<file path="config.mk">
export PLATFORM = sky130hd
export DESIGN_NAME = ddr3_mode_config
export DESIGN_NICKNAME = d
export VERILOG_FILES = /design/src/core/ddr3_mode_config.v
export VERILOG_INCLUDE_DIRS = /design/src /design/src/core
export SDC_FILE = /design/constraint.sdc
export NUM_CORES = 1
export LEC_CHECK = 0
export BUFFER_PORTS_ARGS = -buffer_cell sky130_fd_sc_hd__buf_2
export CAP_MARGIN = 10
export CORE_MARGIN = 2
export CORE_UTILIZATION = 30
export CTS_BUF_LIST = sky130_fd_sc_hd__clkbuf_4 sky130_fd_sc_hd__clkbuf_8
export CTS_CLUSTER_DIAMETER = 50
export DETAILED_ROUTE_END_ITERATION = 16
export HOLD_SLACK_MARGIN = 0.03
export PLACE_DENSITY = 0.59
export SYNTH_ARGS = -nofsm -noshare
export SYNTH_HDL_FRONTEND = slang
export SYNTH_SLANG_ARGS = --single-unit
</file>
<file path="constraint.sdc">
create_clock -name clk_i -period 6.3 [get_ports clk_i]
set_clock_uncertainty 0.05 [all_clocks]
set_input_delay 0.315 -clock clk_i [delete_from_list [all_inputs] [get_ports clk_i]]
set_output_delay 0.315 -clock clk_i [all_outputs]
set_load 0.03 [all_outputs]
</file>
<file path="src/core/ddr3_mode_map.vh">
// constants for the mode register configuration block
`ifndef DDR3_MODE_MAP_VH
`define DDR3_MODE_MAP_VH
// ----------------------------------------------------------------------
// register offsets on the AXI4-Lite side
// ----------------------------------------------------------------------
`define OFS_CTRL 4'h0
`define OFS_MR0 4'h4
`define OFS_MR1 4'h8
`define OFS_STAT 4'hC
`define CTRL_RST 32'h0000_0005
`define RESP_OK 2'h0
`define RESP_ERR 2'h2
// ----------------------------------------------------------------------
// mode register fields
// ----------------------------------------------------------------------
`define MR_W 14
`define MR0_RST 14'h0000
`define MR1_RST 14'h0001
`define MR0_BT 3
`define MR0_TM 7
`define MR0_DLLRST 8
`define MR0_PPD 12
`define MR1_DLLDIS 0
`define MR1_WLVL 7
`define MR1_QOFF 12
`define BL_FIX8 2'h0
`define BL_OTF 2'h1
`define BL_FIX4 2'h2
`define AL_CLM1 2'h1
`define AL_CLM2 2'h2
// ----------------------------------------------------------------------
// latency decode
// ----------------------------------------------------------------------
`define CL_BASE_LO 4'h4
`define CL_BASE_HI 4'hC
`define WR_MIN 5'h05
`define WR_MAX 5'h10
`define BEATS_BC4 3'h3
`define BEATS_BL8 3'h7
`endif

</file>
<file path="src/core/ddr3_mode_config.v">
// mode register decode and burst sequencing for the memory device core
// Summary of operation
// MRS with all bank bits low loads MR0 from address pins.
// MRS with bank bit 0 high, others low, loads MR1.
// Controller drives reserved MR0 positions to zero.
// Controller drives reserved MR1 positions to zero.
// Controller programs write recovery at least ceil(tWR / tCK).
// Auto-precharge write delay is write recovery plus precharge period.
// Read burst order follows start column and sequential or interleaved type.
// Chopped read drives four beats then releases data and strobe drivers.
// Writes use fixed order; chop uses column bit 2 for group.
// Fixed four-beat mode pulls internal write reference two clocks earlier.
// On-the-fly chop keeps the eight-beat write reference point.
// Read data starts whole CAS-latency clocks after internal read; RL=AL+CL.
// Controller keeps MR0 test mode bit at zero.
// DLL reset bit clears itself once the reset pulse is issued.
// Controller waits DLL lock with clock enable high after reset.
// MR0 bit 12 chooses slow exit (DLL frozen) or fast exit.
// DLL turns off on self-refresh entry and back on at exit.
// Controller disables termination while in DLL-off mode.
// Write leveling without output disable limits nominal termination choices.
// Write termination applies during writes with ODT even without nominal.
// Output disable releases data and both strobe drivers.
// Controller sends only NOP or deselect between init MRS and ZQCL.
// Posted read or write waits additive latency before executing.
// Output disable is MR1 bit 12; one disconnects, zero normal.
// Mode registers hold their value until the next MRS addressing them.
//
// Chosen here: register access over AXI4-Lite and the register offsets.
`include "ddr3_mode_map.vh"
`default_nettype none
module ddr3_mode_config #(
   parameter RP_CYCLES = 8
) (
   input wire clk_i,
   input wire rst_b_i,
   input wire ck_i,
   input wire cke_i,
   input wire cs_b_i,
   input wire ras_b_i,
   input wire cas_b_i,
   input wire we_b_i,
   input wire [2:0] ba_i,
   input wire [13:0] addr_i,
   input wire odt_i,
   output reg dq_oe_o,
   output reg dqs_oe_o,
   output reg [2:0] beat_idx_o,
   output reg wr_beat_o,
   output reg wr_ref_o,
   output reg [1:0] rtt_sel_o,
   output reg dll_on_o,
   output reg dll_rst_o,
   input wire [3:0] s_axi_awaddr,
   input wire s_axi_awvalid,
   output reg s_axi_awready,
   input wire [31:0] s_axi_wdata,
   input wire [3:0] s_axi_wstrb,
   input wire s_axi_wvalid,
   output reg s_axi_wready,
   output reg [1:0] s_axi_bresp,
   output reg s_axi_bvalid,
   input wire s_axi_bready,
   input wire [3:0] s_axi_araddr,
   input wire s_axi_arvalid,
   output reg s_axi_arready,
   output reg [31:0] s_axi_rdata,
   output reg [1:0] s_axi_rresp,
   output reg s_axi_rvalid,
   input wire s_axi_rready
);
   localparam ST_IDLE = 2'h0;
   localparam ST_WAIT = 2'h1;
   localparam ST_BURST = 2'h2;
   // ----------------------------------------------------------------------
   // decode helpers
   // ----------------------------------------------------------------------
   function [4:0] cl_dec;
      input [13:0] m;
      cl_dec = {1'b0, (m[2] ? `CL_BASE_HI : `CL_BASE_LO)} + {2'h0, m[6:4]};
   endfunction
   function [4:0] wr_dec;
      input [2:0] f;
      wr_dec = (f == 3'h0) ? `WR_MAX :
               (f < 3'h5) ? `WR_MIN + {2'h0, f} - 5'h01 : {1'b0, f, 1'b0};
   endfunction
   function [2:0] beat_ord;
      input [2:0] st;
      input [2:0] n;
      input intl;
      beat_ord = intl ? (st ^ n) : {st[2] ^ n[2], st[1:0] + n[1:0]};
   endfunction

   // ----------------------------------------------------------------------
   // pin synchronisers
   // ----------------------------------------------------------------------
   localparam PW = 24;
   reg [PW-1:0] pin_s1_r;
   reg [PW-1:0] pin_s2_r;
   reg ck_d_r;
   wire [PW-1:0] pin_raw = {ck_i, cke_i, cs_b_i, ras_b_i, cas_b_i, we_b_i, ba_i, addr_i, odt_i};
   always @(posedge clk_i or negedge rst_b_i) begin
      if (!rst_b_i) begin
         pin_s1_r <= {PW{1'b1}};
         pin_s2_r <= {PW{1'b1}};
         ck_d_r <= 1'b1;
      end else begin
         pin_s1_r <= pin_raw;
         pin_s2_r <= pin_s1_r;
         ck_d_r <= pin_s2_r[23];
      end
   end
   wire ck_s = pin_s2_r[23];
   wire ck_rise = ck_s & ~ck_d_r;
   wire ck_edge = ck_s ^ ck_d_r;
   wire cke_s = pin_s2_r[22];
   wire [3:0] cmd = pin_s2_r[21:18];
   wire [2:0] ba_s = pin_s2_r[17:15];
   wire [13:0] a_s = pin_s2_r[14:1];
   wire odt_s = pin_s2_r[0];
   wire is_mrs = ck_rise & cke_s & (cmd == 4'h0);
   wire is_rd = ck_rise & cke_s & (cmd == 4'h5);
   wire is_wr = ck_rise & cke_s & (cmd == 4'h4);
   wire is_sre = ck_rise & ~cke_s & (cmd == 4'h1);

   // ----------------------------------------------------------------------
   // mode registers and power state
   // ----------------------------------------------------------------------
   reg [13:0] mr0_r;
   reg [13:0] mr1_r;
   reg [31:0] ctrl_r;
   reg self_ref_r;
   reg pdn_r;
   reg cke_d_r;
   always @(posedge clk_i or negedge rst_b_i) begin
      if (!rst_b_i) begin
         mr0_r <= `MR0_RST;
         mr1_r <= `MR1_RST;
         dll_rst_o <= 1'b0;
         self_ref_r <= 1'b0;
         pdn_r <= 1'b0;
         cke_d_r <= 1'b0;
         dll_on_o <= 1'b0;
      end else begin
         dll_rst_o <= 1'b0;
         if (is_mrs && ba_s == 3'h0) begin
            mr0_r <= a_s;
            dll_rst_o <= a_s[`MR0_DLLRST];
         end else if (mr0_r[`MR0_DLLRST]) begin
            mr0_r[`MR0_DLLRST] <= 1'b0;
         end
         if (is_mrs && ba_s == 3'h1)
            mr1_r <= a_s;
         if (ck_rise) begin
            cke_d_r <= cke_s;
            if (is_sre)
               self_ref_r <= 1'b1;
            else if (cke_s)
               self_ref_r <= 1'b0;
            pdn_r <= ~cke_s & ~is_sre & ~self_ref_r & cke_d_r ? 1'b1 : (cke_s ? 1'b0 : pdn_r);
         end
         // frozen in slow-exit power-down, off in self refresh
         dll_on_o <= ~mr1_r[`MR1_DLLDIS] & ~self_ref_r
                     & ~(pdn_r & ~mr0_r[`MR0_PPD]);
      end
   end

   // ----------------------------------------------------------------------
   // posted command and burst sequencing
   // ----------------------------------------------------------------------
   wire [4:0] cl = cl_dec(mr0_r);
   wire [4:0] cwl = ctrl_r[4:0];
   wire [4:0] al = (mr1_r[4:3] == `AL_CLM1) ? cl - 5'h01 :
                   (mr1_r[4:3] == `AL_CLM2) ? cl - 5'h02 : 5'h00;
   wire [5:0] tdal = {1'b0, wr_dec(mr0_r[11:9])} + RP_CYCLES[5:0];
   wire fix4 = mr0_r[1:0] == `BL_FIX4;
   wire otf = mr0_r[1:0] == `BL_OTF;
   wire qoff = mr1_r[`MR1_QOFF];
   reg [1:0] st_r;
   reg [5:0] wait_r;
   reg [2:0] beat_r;
   reg [2:0] start_r;
   reg chop_r;
   reg is_wr_r;
   always @(posedge clk_i or negedge rst_b_i) begin
      if (!rst_b_i) begin
         st_r <= ST_IDLE;
         wait_r <= 6'h00;
         beat_r <= 3'h0;
         start_r <= 3'h0;
         chop_r <= 1'b0;
         is_wr_r <= 1'b0;
         dq_oe_o <= 1'b0;
         dqs_oe_o <= 1'b0;
         beat_idx_o <= 3'h0;
         wr_beat_o <= 1'b0;
         wr_ref_o <= 1'b0;
         rtt_sel_o <= 2'h0;
      end else begin
         wr_ref_o <= 1'b0;
         case (st_r)
            ST_IDLE: begin
               if (is_rd || is_wr) begin
                  st_r <= ST_WAIT;
                  is_wr_r <= is_wr;
                  // additive latency then CAS latency, or CAS write latency for writes, whole clocks only
                  wait_r <= {1'b0, al} + {1'b0, is_wr ? cwl : cl};
                  start_r <= is_wr ? {a_s[2] & (fix4 | (otf & ~a_s[12])), 2'h0} : a_s[2:0];
                  chop_r <= fix4 | (otf & ~a_s[12]);
               end
            end
            ST_WAIT: begin
               if (ck_rise) begin
                  if (wait_r <= 6'h01) begin
                     st_r <= ST_BURST;
                     beat_r <= 3'h0;
                  end
                  wait_r <= wait_r - 6'h01;
               end
            end
            ST_BURST: begin
               if (ck_edge) begin
                  beat_r <= beat_r + 3'h1;
                  if (beat_r == `BEATS_BL8)
                     st_r <= ST_IDLE;
                  // write reference moves in only for fixed four-beat mode
                  if (is_wr_r && ((fix4 && beat_r == `BEATS_BC4)
                      || (!fix4 && beat_r == `BEATS_BL8)))
                     wr_ref_o <= 1'b1;
               end
            end
            default: st_r <= ST_IDLE;
         endcase
         if (st_r == ST_BURST && !is_wr_r)
            beat_idx_o <= beat_ord(start_r, beat_r, mr0_r[`MR0_BT]);
         else
            beat_idx_o <= start_r + beat_r;
         dq_oe_o <= st_r == ST_BURST && !is_wr_r && !qoff
                    && !(chop_r && beat_r[2]);
         dqs_oe_o <= st_r == ST_BURST && !is_wr_r && !qoff
                     && !(chop_r && beat_r[2]);
         wr_beat_o <= st_r == ST_BURST && is_wr_r && !(chop_r && beat_r[2]);
         if (!odt_s || self_ref_r)
            rtt_sel_o <= 2'h0;
         else if (st_r != ST_IDLE && is_wr_r && ctrl_r[6:5] != 2'h0)
            rtt_sel_o <= 2'h2;
         else if ({mr1_r[9], mr1_r[6], mr1_r[2]} != 3'h0)
            rtt_sel_o <= 2'h1;
         else
            rtt_sel_o <= 2'h0;
      end
   end

   // ----------------------------------------------------------------------
   // AXI4-Lite register access
   // ----------------------------------------------------------------------
   reg aw_hit_r;
   reg w_hit_r;
   reg [3:0] awa_r;
   reg [31:0] wd_r;
   reg [3:0] ws_r;
   always @(posedge clk_i or negedge rst_b_i) begin
      if (!rst_b_i) begin
         s_axi_awready <= 1'b1;
         s_axi_wready <= 1'b1;
         s_axi_bvalid <= 1'b0;
         s_axi_bresp <= `RESP_OK;
         aw_hit_r <= 1'b0;
         w_hit_r <= 1'b0;
         awa_r <= 4'h0;
         wd_r <= 32'h0000_0000;
         ws_r <= 4'h0;
         ctrl_r <= `CTRL_RST;
      end else begin
         if (s_axi_awvalid && s_axi_awready) begin
            aw_hit_r <= 1'b1;
            awa_r <= s_axi_awaddr;
            s_axi_awready <= 1'b0;
         end
         if (s_axi_wvalid && s_axi_wready) begin
            w_hit_r <= 1'b1;
            wd_r <= s_axi_wdata;
            ws_r <= s_axi_wstrb;
            s_axi_wready <= 1'b0;
         end
         if (aw_hit_r && w_hit_r && !s_axi_bvalid) begin
            s_axi_bvalid <= 1'b1;
            aw_hit_r <= 1'b0;
            w_hit_r <= 1'b0;
            if (awa_r == `OFS_CTRL && ws_r[0])
               ctrl_r[7:0] <= wd_r[7:0];
            if (awa_r == `OFS_CTRL || awa_r == `OFS_MR0
                || awa_r == `OFS_MR1 || awa_r == `OFS_STAT)
               s_axi_bresp <= `RESP_OK;
            else
               s_axi_bresp <= `RESP_ERR;
         end
         if (s_axi_bvalid && s_axi_bready) begin
            s_axi_bvalid <= 1'b0;
            s_axi_awready <= 1'b1;
            s_axi_wready <= 1'b1;
         end
      end
   end

   always @(posedge clk_i or negedge rst_b_i) begin
      if (!rst_b_i) begin
         s_axi_arready <= 1'b1;
         s_axi_rvalid <= 1'b0;
         s_axi_rdata <= 32'h0000_0000;
         s_axi_rresp <= `RESP_OK;
      end else begin
         if (s_axi_arvalid && s_axi_arready) begin
            s_axi_arready <= 1'b0;
            s_axi_rvalid <= 1'b1;
            s_axi_rresp <= `RESP_OK;
            case (s_axi_araddr)
               `OFS_CTRL: s_axi_rdata <= {24'h000000, ctrl_r[7:0]};
               `OFS_MR0: s_axi_rdata <= {18'h00000, mr0_r};
               `OFS_MR1: s_axi_rdata <= {18'h00000, mr1_r};
               `OFS_STAT: s_axi_rdata <= {16'h0000, 2'h0, tdal, 3'h0, pdn_r,
                                          self_ref_r, dll_on_o, st_r};
               default: begin
                  s_axi_rdata <= 32'h0000_0000;
                  s_axi_rresp <= `RESP_ERR;
               end
            endcase
         end
         if (s_axi_rvalid && s_axi_rready) begin
            s_axi_rvalid <= 1'b0;
            s_axi_arready <= 1'b1;
         end
      end
   end
endmodule // ddr3_mode_config
`default_nettype wire

</file>
# After elaboration in Yosys (flattened, before gate mapping)
# Index checks and enable logic that the tools add are counted.
# W data, S select, Z words.
# totals
in_bits	75
out_inout_bits	52
word_cells	207
reg_bits	169
# classes
eq_ne	23
n_reduce_logical	60
bitwise_logic	27
addsub	11
mux	49
magnitude_cmp	2
# op_table
operator	n
$pmux W14 S4	1
$mux W5	5
$reduce_bool A2 Y1	12
$mux W1	22
$logic_and A1 B1 Y1	21
$mux W2	9
$mux W3	6
$eq A4 B3 Y1 const B	4
$eq A4 B4 Y1 const B	4
$and A1 B1 Y1	15
$logic_not A4 Y1	3
$mux W6	2
$pmux W6 S2	1
$ne A2 B2 Y1 const B	5
$not A1 Y1	8
$reduce_and A2 Y1	4
$add A5 B4 Y6 const B	1
$add A5 B5 Y6	1
$eq A2 B1 Y1 const B	3
$eq A2 B2 Y1 const B	3
$le A6 B1 Y1 const B	1
$logic_not A1 Y1	6
$logic_not A3 Y1	2
$logic_or A1 B1 Y1	6
26 further kinds	27

# Logic depth before layout (Yosys ltp)
# logic_depth
depth_word	10
depth_mapped	12
depth_no_buf	11

# Worst setup path after synthesis
# Ideal clock, no wire load.
# synth_path
path_kind	reg-to-reg
from	reg pin_s2_r[23]
to	reg wait_r[4]
slack_ps	3720
stages_incl_launch_ff	12
arrival_time_ps	2398
n_path_buf	1
synth_period_minus_slack_ps	2580
required_ps	6119
setup_time_ps	131
path_cell_list	dfstp_2 -> ha_1 -> buf_2 -> nand3b_1 -> mux2_2 -> ha_1 -> inv_1 -> fa_1 -> nand2b_1 -> a21oi_1 -> xnor2_1 -> o211ai_1
# synth_via
elab_chain_len	7
word_cells_on_any_way	12
classes_between	add/sub (1); eq/ne (2); mux (3); bitwise (4); reduce/logical (2)
# synth_rtl
item	line_no	text
from (decl)	ddr3_mode_config.v:99	reg [PW-1:0] pin_s2_r;
from (signal assigned)	ddr3_mode_config.v:105	pin_s2_r <= {PW{1'b1}};
from (signal assigned)	ddr3_mode_config.v:109	pin_s2_r <= pin_s1_r;
$and A1 B1 Y1 (*)	ddr3_mode_config.v:114	wire ck_rise = ck_s & ~ck_d_r;
net ck_rise	ddr3_mode_config.v:114	
$and A1 B1 Y1	ddr3_mode_config.v:122, ddr3_mode_config.v:123	
$and A1 B1 Y1	ddr3_mode_config.v:123	wire is_wr = ck_rise & cke_s & (cmd == 4'h4);
$mux W5	ddr3_mode_config.v:207	wait_r <= {1'b0, al} + {1'b0, is_wr ? cwl : cl};
$add A5 B5 Y6	ddr3_mode_config.v:207	
$mux W6	ddr3_mode_config.v:203	if (is_rd || is_wr) begin
$pmux W6 S2	ddr3_mode_config.v:201	case (st_r)
to (signal assigned)	ddr3_mode_config.v:207	
to (signal assigned)	ddr3_mode_config.v:218	wait_r <= wait_r - 6'h01;
to (decl)	ddr3_mode_config.v:180	reg [5:0] wait_r;
# Mark *: on every way through the listed nets, which the timed path passes. The rest lies on a longest branch. The select of a mux whose other input is x is not followed.
# A chain may end at the register's enable or synchronous reset.

# Final worst setup path
# Ends and elaborated chain as after synthesis.

==> impl_metrics.json <==
{
  "status": "finished, final reports clean",
  "ctsHtreeMaxLevel": 4,
  "ys_async_sr_fraction_pct": 100,
  "hold_end": "awa_r[1]",
  "clk_pin_slew_ps": 70,
  "timing.rr.end": "wait_r[4]",
  "synth_edf_count": 0,
  "crit_slowest_cell": "dfstp_2",
  "ys_warn_count": 0,
  "n_fill_cell": 2067,
  "p_int_mw": 1.76,
  "grt_pass1_wl_um": 21700,
  "core_area_um2": 20800,
  "min_period_ps": 3030,
  "overflow": 0,
  "num_rows": 53,
  "cp_num_buf_inv": 1,
  "power_density_nw_per_um2": 333,
  "fp.dieH_um": 149,
  "syn2layout_area_growth_pct": 21.3,
  "ant_nets": 0,
  "setup_viol": 0,
  "grt.total_usage_pct": 12.4,
  "post-route-util_pct": 36.7,
  "cp-start-kind": "register",
  "switching_share_pct": 30.9,
  "hold_viol_final": 0,
  "hold_path.class": "input port to register",
  "die_w_um": 149,
  "crit_chain": "ha_1, nand3b_1, mux2_2, ha_1, inv_1, fa_1, nand2b_1, a21oi_1, xnor2_1, o211ai_1",
  "crit_arrival_ps": 3280,
  "cp_slowest_stage_delay_ps": 540,
  "worst_slew_pin_slew_ps": 1120,
  "fin_crit_sh_pct": 48.1,
  "ys_ff_latch": 149,
  "cp-end-kind": "register",
  "hp-start": "s_axi_awaddr[1]",
  "die-area_um2": 22200,
  "antenna_cells": 0,
  "cts_buffer_depth": 2,
  "cp_max_fo": 13,
  "multi_input_area_um2": 2270,
  "cp_top_family": "adder cells",
  "rr_startpoint": "pin_s2_r[23]",
  "p_leak_nw": 3.48,
  "ys_types": 56,
  "power_frac_comb_pct": 20.5,
  "relSlewSlack_pct": 24.9,
  "start_util_pct": 30.3,
  "drt_iter0_markers": 141,
  "drive_gt1_share_pct": 37.8,
  "seq_area_um2": 3800,
  "ys_seq_area_share_pct": 60.2,
  "syn_avg_cell_area_um2": 13.0,
  "cts_buffers": 17,
  "drv_slew": 0,
  "antenna_found_initial": 0,
  "dr.pass1.iters": 4,
  "synth_top_flop_cell": "dfrtp_1",
  "dp_hpwl_um": 9360,
  "seqPwrFrac_pct": 49.9,
  "insertion_delay_ps": 440,
  "grt_max_degree": 87,
  "grt_pass1_vias": 4227,
  "routed_wl_um": 12900,
  "clkSinkCount": 149,
  "ios": 127,
  "ctsResizeCount": 0,
  "portBuffers": 79,
  "synth_cells": 485,
  "finalSetupTns_ps": 0,
  "hold_ws_ps": 63.2,
  "rsz0062_at_grt": "no",
  "max_freq_mhz": 330,
  "p_sw_mw": 0.787,
  "via_per_inst": 4.46,
  "tritoncts": "done",
  "crit_type": "register to register",
  "wire_per_inst_um": 14.4,
  "cts-root-buf": "clkbuf_8",
  "num_vias": 3978,
  "power_frac_clock_pct": 29.5,
  "post_cts_buffers": 0,
  "ir_worst_vdd_v": 0.000198,
  "r2r_slack_ps": 3270,
  "hold_depth": 2,
  "gp_congestion": 0.875,
  "drcViolationCount": 0,
  "worstPathRequired_ps": 6540,
  "cp_common_cell": "ha_1",
  "maxCapViolations": 0,
  "reg2reg_depth": 10,
  "synth_area_um2": 6310,
  "final_net_count": 698
}
-- cell families (layout without fill, tap and decap cells) --
group	after synthesis	after routing	synth area share, %
AOI/OAI and AO/OA	79	79	7.75
xor gates and xnor gates	9	9	1.25
adders and majority gates	20	20	4.20
buffers and inverters	55	167	5.04
DFF	149	149	60.2
muxes	65	65	13.0
other	1	20	0.0594
and+or+nand+nor	107	107	8.55
-- synthesized netlist by cell type (3+ instances only) --
cell type   n  area share (%)
a211oi_1    4            0.48
a21oi_1    18             1.4
a22o_1      5            0.69
buf_2       4            0.32
buf_4      22             2.6
clkbuf_1    5            0.30
dfrtp_1    94              37
dfstp_2    55              23
ha_1       18             3.6
inv_1      21             1.2
mux2_2     44             7.9
mux2_4     10             2.4
mux2i_1     6            0.95
mux4_2      5             1.8
nand2_1    31             1.8
nand2b_1    6            0.59
nand3_1     4            0.32
nand3b_1    3            0.36
nor2_1     30             1.8
nor2b_1     6            0.59
nor3_1      5            0.40
o21ai_0    26             2.1
o22ai_1     7            0.69
or3_1       5            0.50
xnor2_1     7            0.97
-- final cells by class --
cell class | count | area share, %
multi-input combinational | 300 | 29.6
inverter | 21 | 1.03
clock buffer | 22 | 3.88
clock inverter | 10 | 1.59
tap | 275 | 4.50
sequential | 149 | 49.6
timing repair buffer | 114 | 9.76
-- timing repair --
action	4_1_cts	5_1_grt
setup endpoints to repair	0	0
hold buffers	33	0
hold endpoints to repair	75	0
-- power by group through the flow --
stage	combinational, mW	sequential (mW)	clock [mW]
floorplan	0.327	1.30	0
global placement	0.498	1.28	0
detailed placement	0.514	1.29	0
CTS	0.531	1.27	0.779
global route	0.591	1.30	0.821
finish	0.523	1.27	0.752
-- state kept, by name (all words and copies together), names as in the netlist, 2 cells and up --
signal       cells
pin_s1_r        24
pin_s2_r        24
mr0_r           14
mr1_r           14
s_axi_rdata     14
ctrl_r           8
wd_r             8
wait_r           6
awa_r            4
beat_idx_o       3
beat_r           3
start_r          3
rtt_sel_o        2
st_r             2
-- worst reg2reg max path: cells and delay by family (launching register included) --
kind,cells,cell delay (ps)
fa+ha+maj,3,970
mux,1,330
compound gates,2,260
xor+xnor,1,140
simple gates,2,550
buf+inv,1,60
flops,1,540
-- worst max path at each step --
stage                             from        end  slack (ps)  depth (start not counted)
after floorplan           pin_s2_r[23]  wait_r[4]        3720                         11
after global placement    pin_s2_r[23]  wait_r[4]        3300                         10
after detailed placement  pin_s2_r[23]  wait_r[4]        3290                         10
after CTS                 pin_s2_r[23]  wait_r[4]        3250                         10
after global routing      pin_s2_r[23]  wait_r[4]        3030                         10
final                     pin_s2_r[23]  wait_r[4]        3270                         10
-- layout by cell type (no fill, tap or decap), drive strengths merged, types with 3 or more instances in the layout --
master	synthesis	layout
a211oi	4	4
a21oi	18	18
a22o	5	5
buf	29	81
clkbuf	5	22
clkinvlp	0	4
conb	1	20
dfrtp	94	94
dfstp	55	55
dlygate4sd3	0	33
ha	18	18
inv	21	23
mux2	54	54
mux2i	6	6
mux4	5	5
nand2	31	31
nand2b	6	6
nand3	4	4
nand3b	3	3
nor2	30	30
nor2b	6	6
nor3	7	7
o21ai	27	27
o22ai	7	7
or3	5	5
xnor2	7	7
-- stage by stage --
| stage | worst slack (ps) | std cells | instance area (µm²) | power (mW) |
|---|---|---|---|---|
| 2_1_floorplan | 3720 | 504 | 6380 | 1.63 |
| 5_1_grt | 3030 | 891 | 7650 | 2.71 |
| 3_5_place_dp | 3290 | 826 | 6900 | 1.80 |
| 4_1_cts | 3250 | 891 | 7650 | 2.58 |
| 6_report | 3270 | 891 | 7650 | 2.55 |
| 3_3_place_gp | 3300 | 826 | 6900 | 1.78 |
-- per-layer routing --
layer  share of wire, %  vias up  GRT usage (%)
met5                  0        -              0
met4                1.4        0           3.81
met3                4.0       13           3.18
met2                 47       97           20.0
met1                 47     1979           16.6
li1                   -     1889              -
No activity file was read; power rests on OpenSTA's default activity.
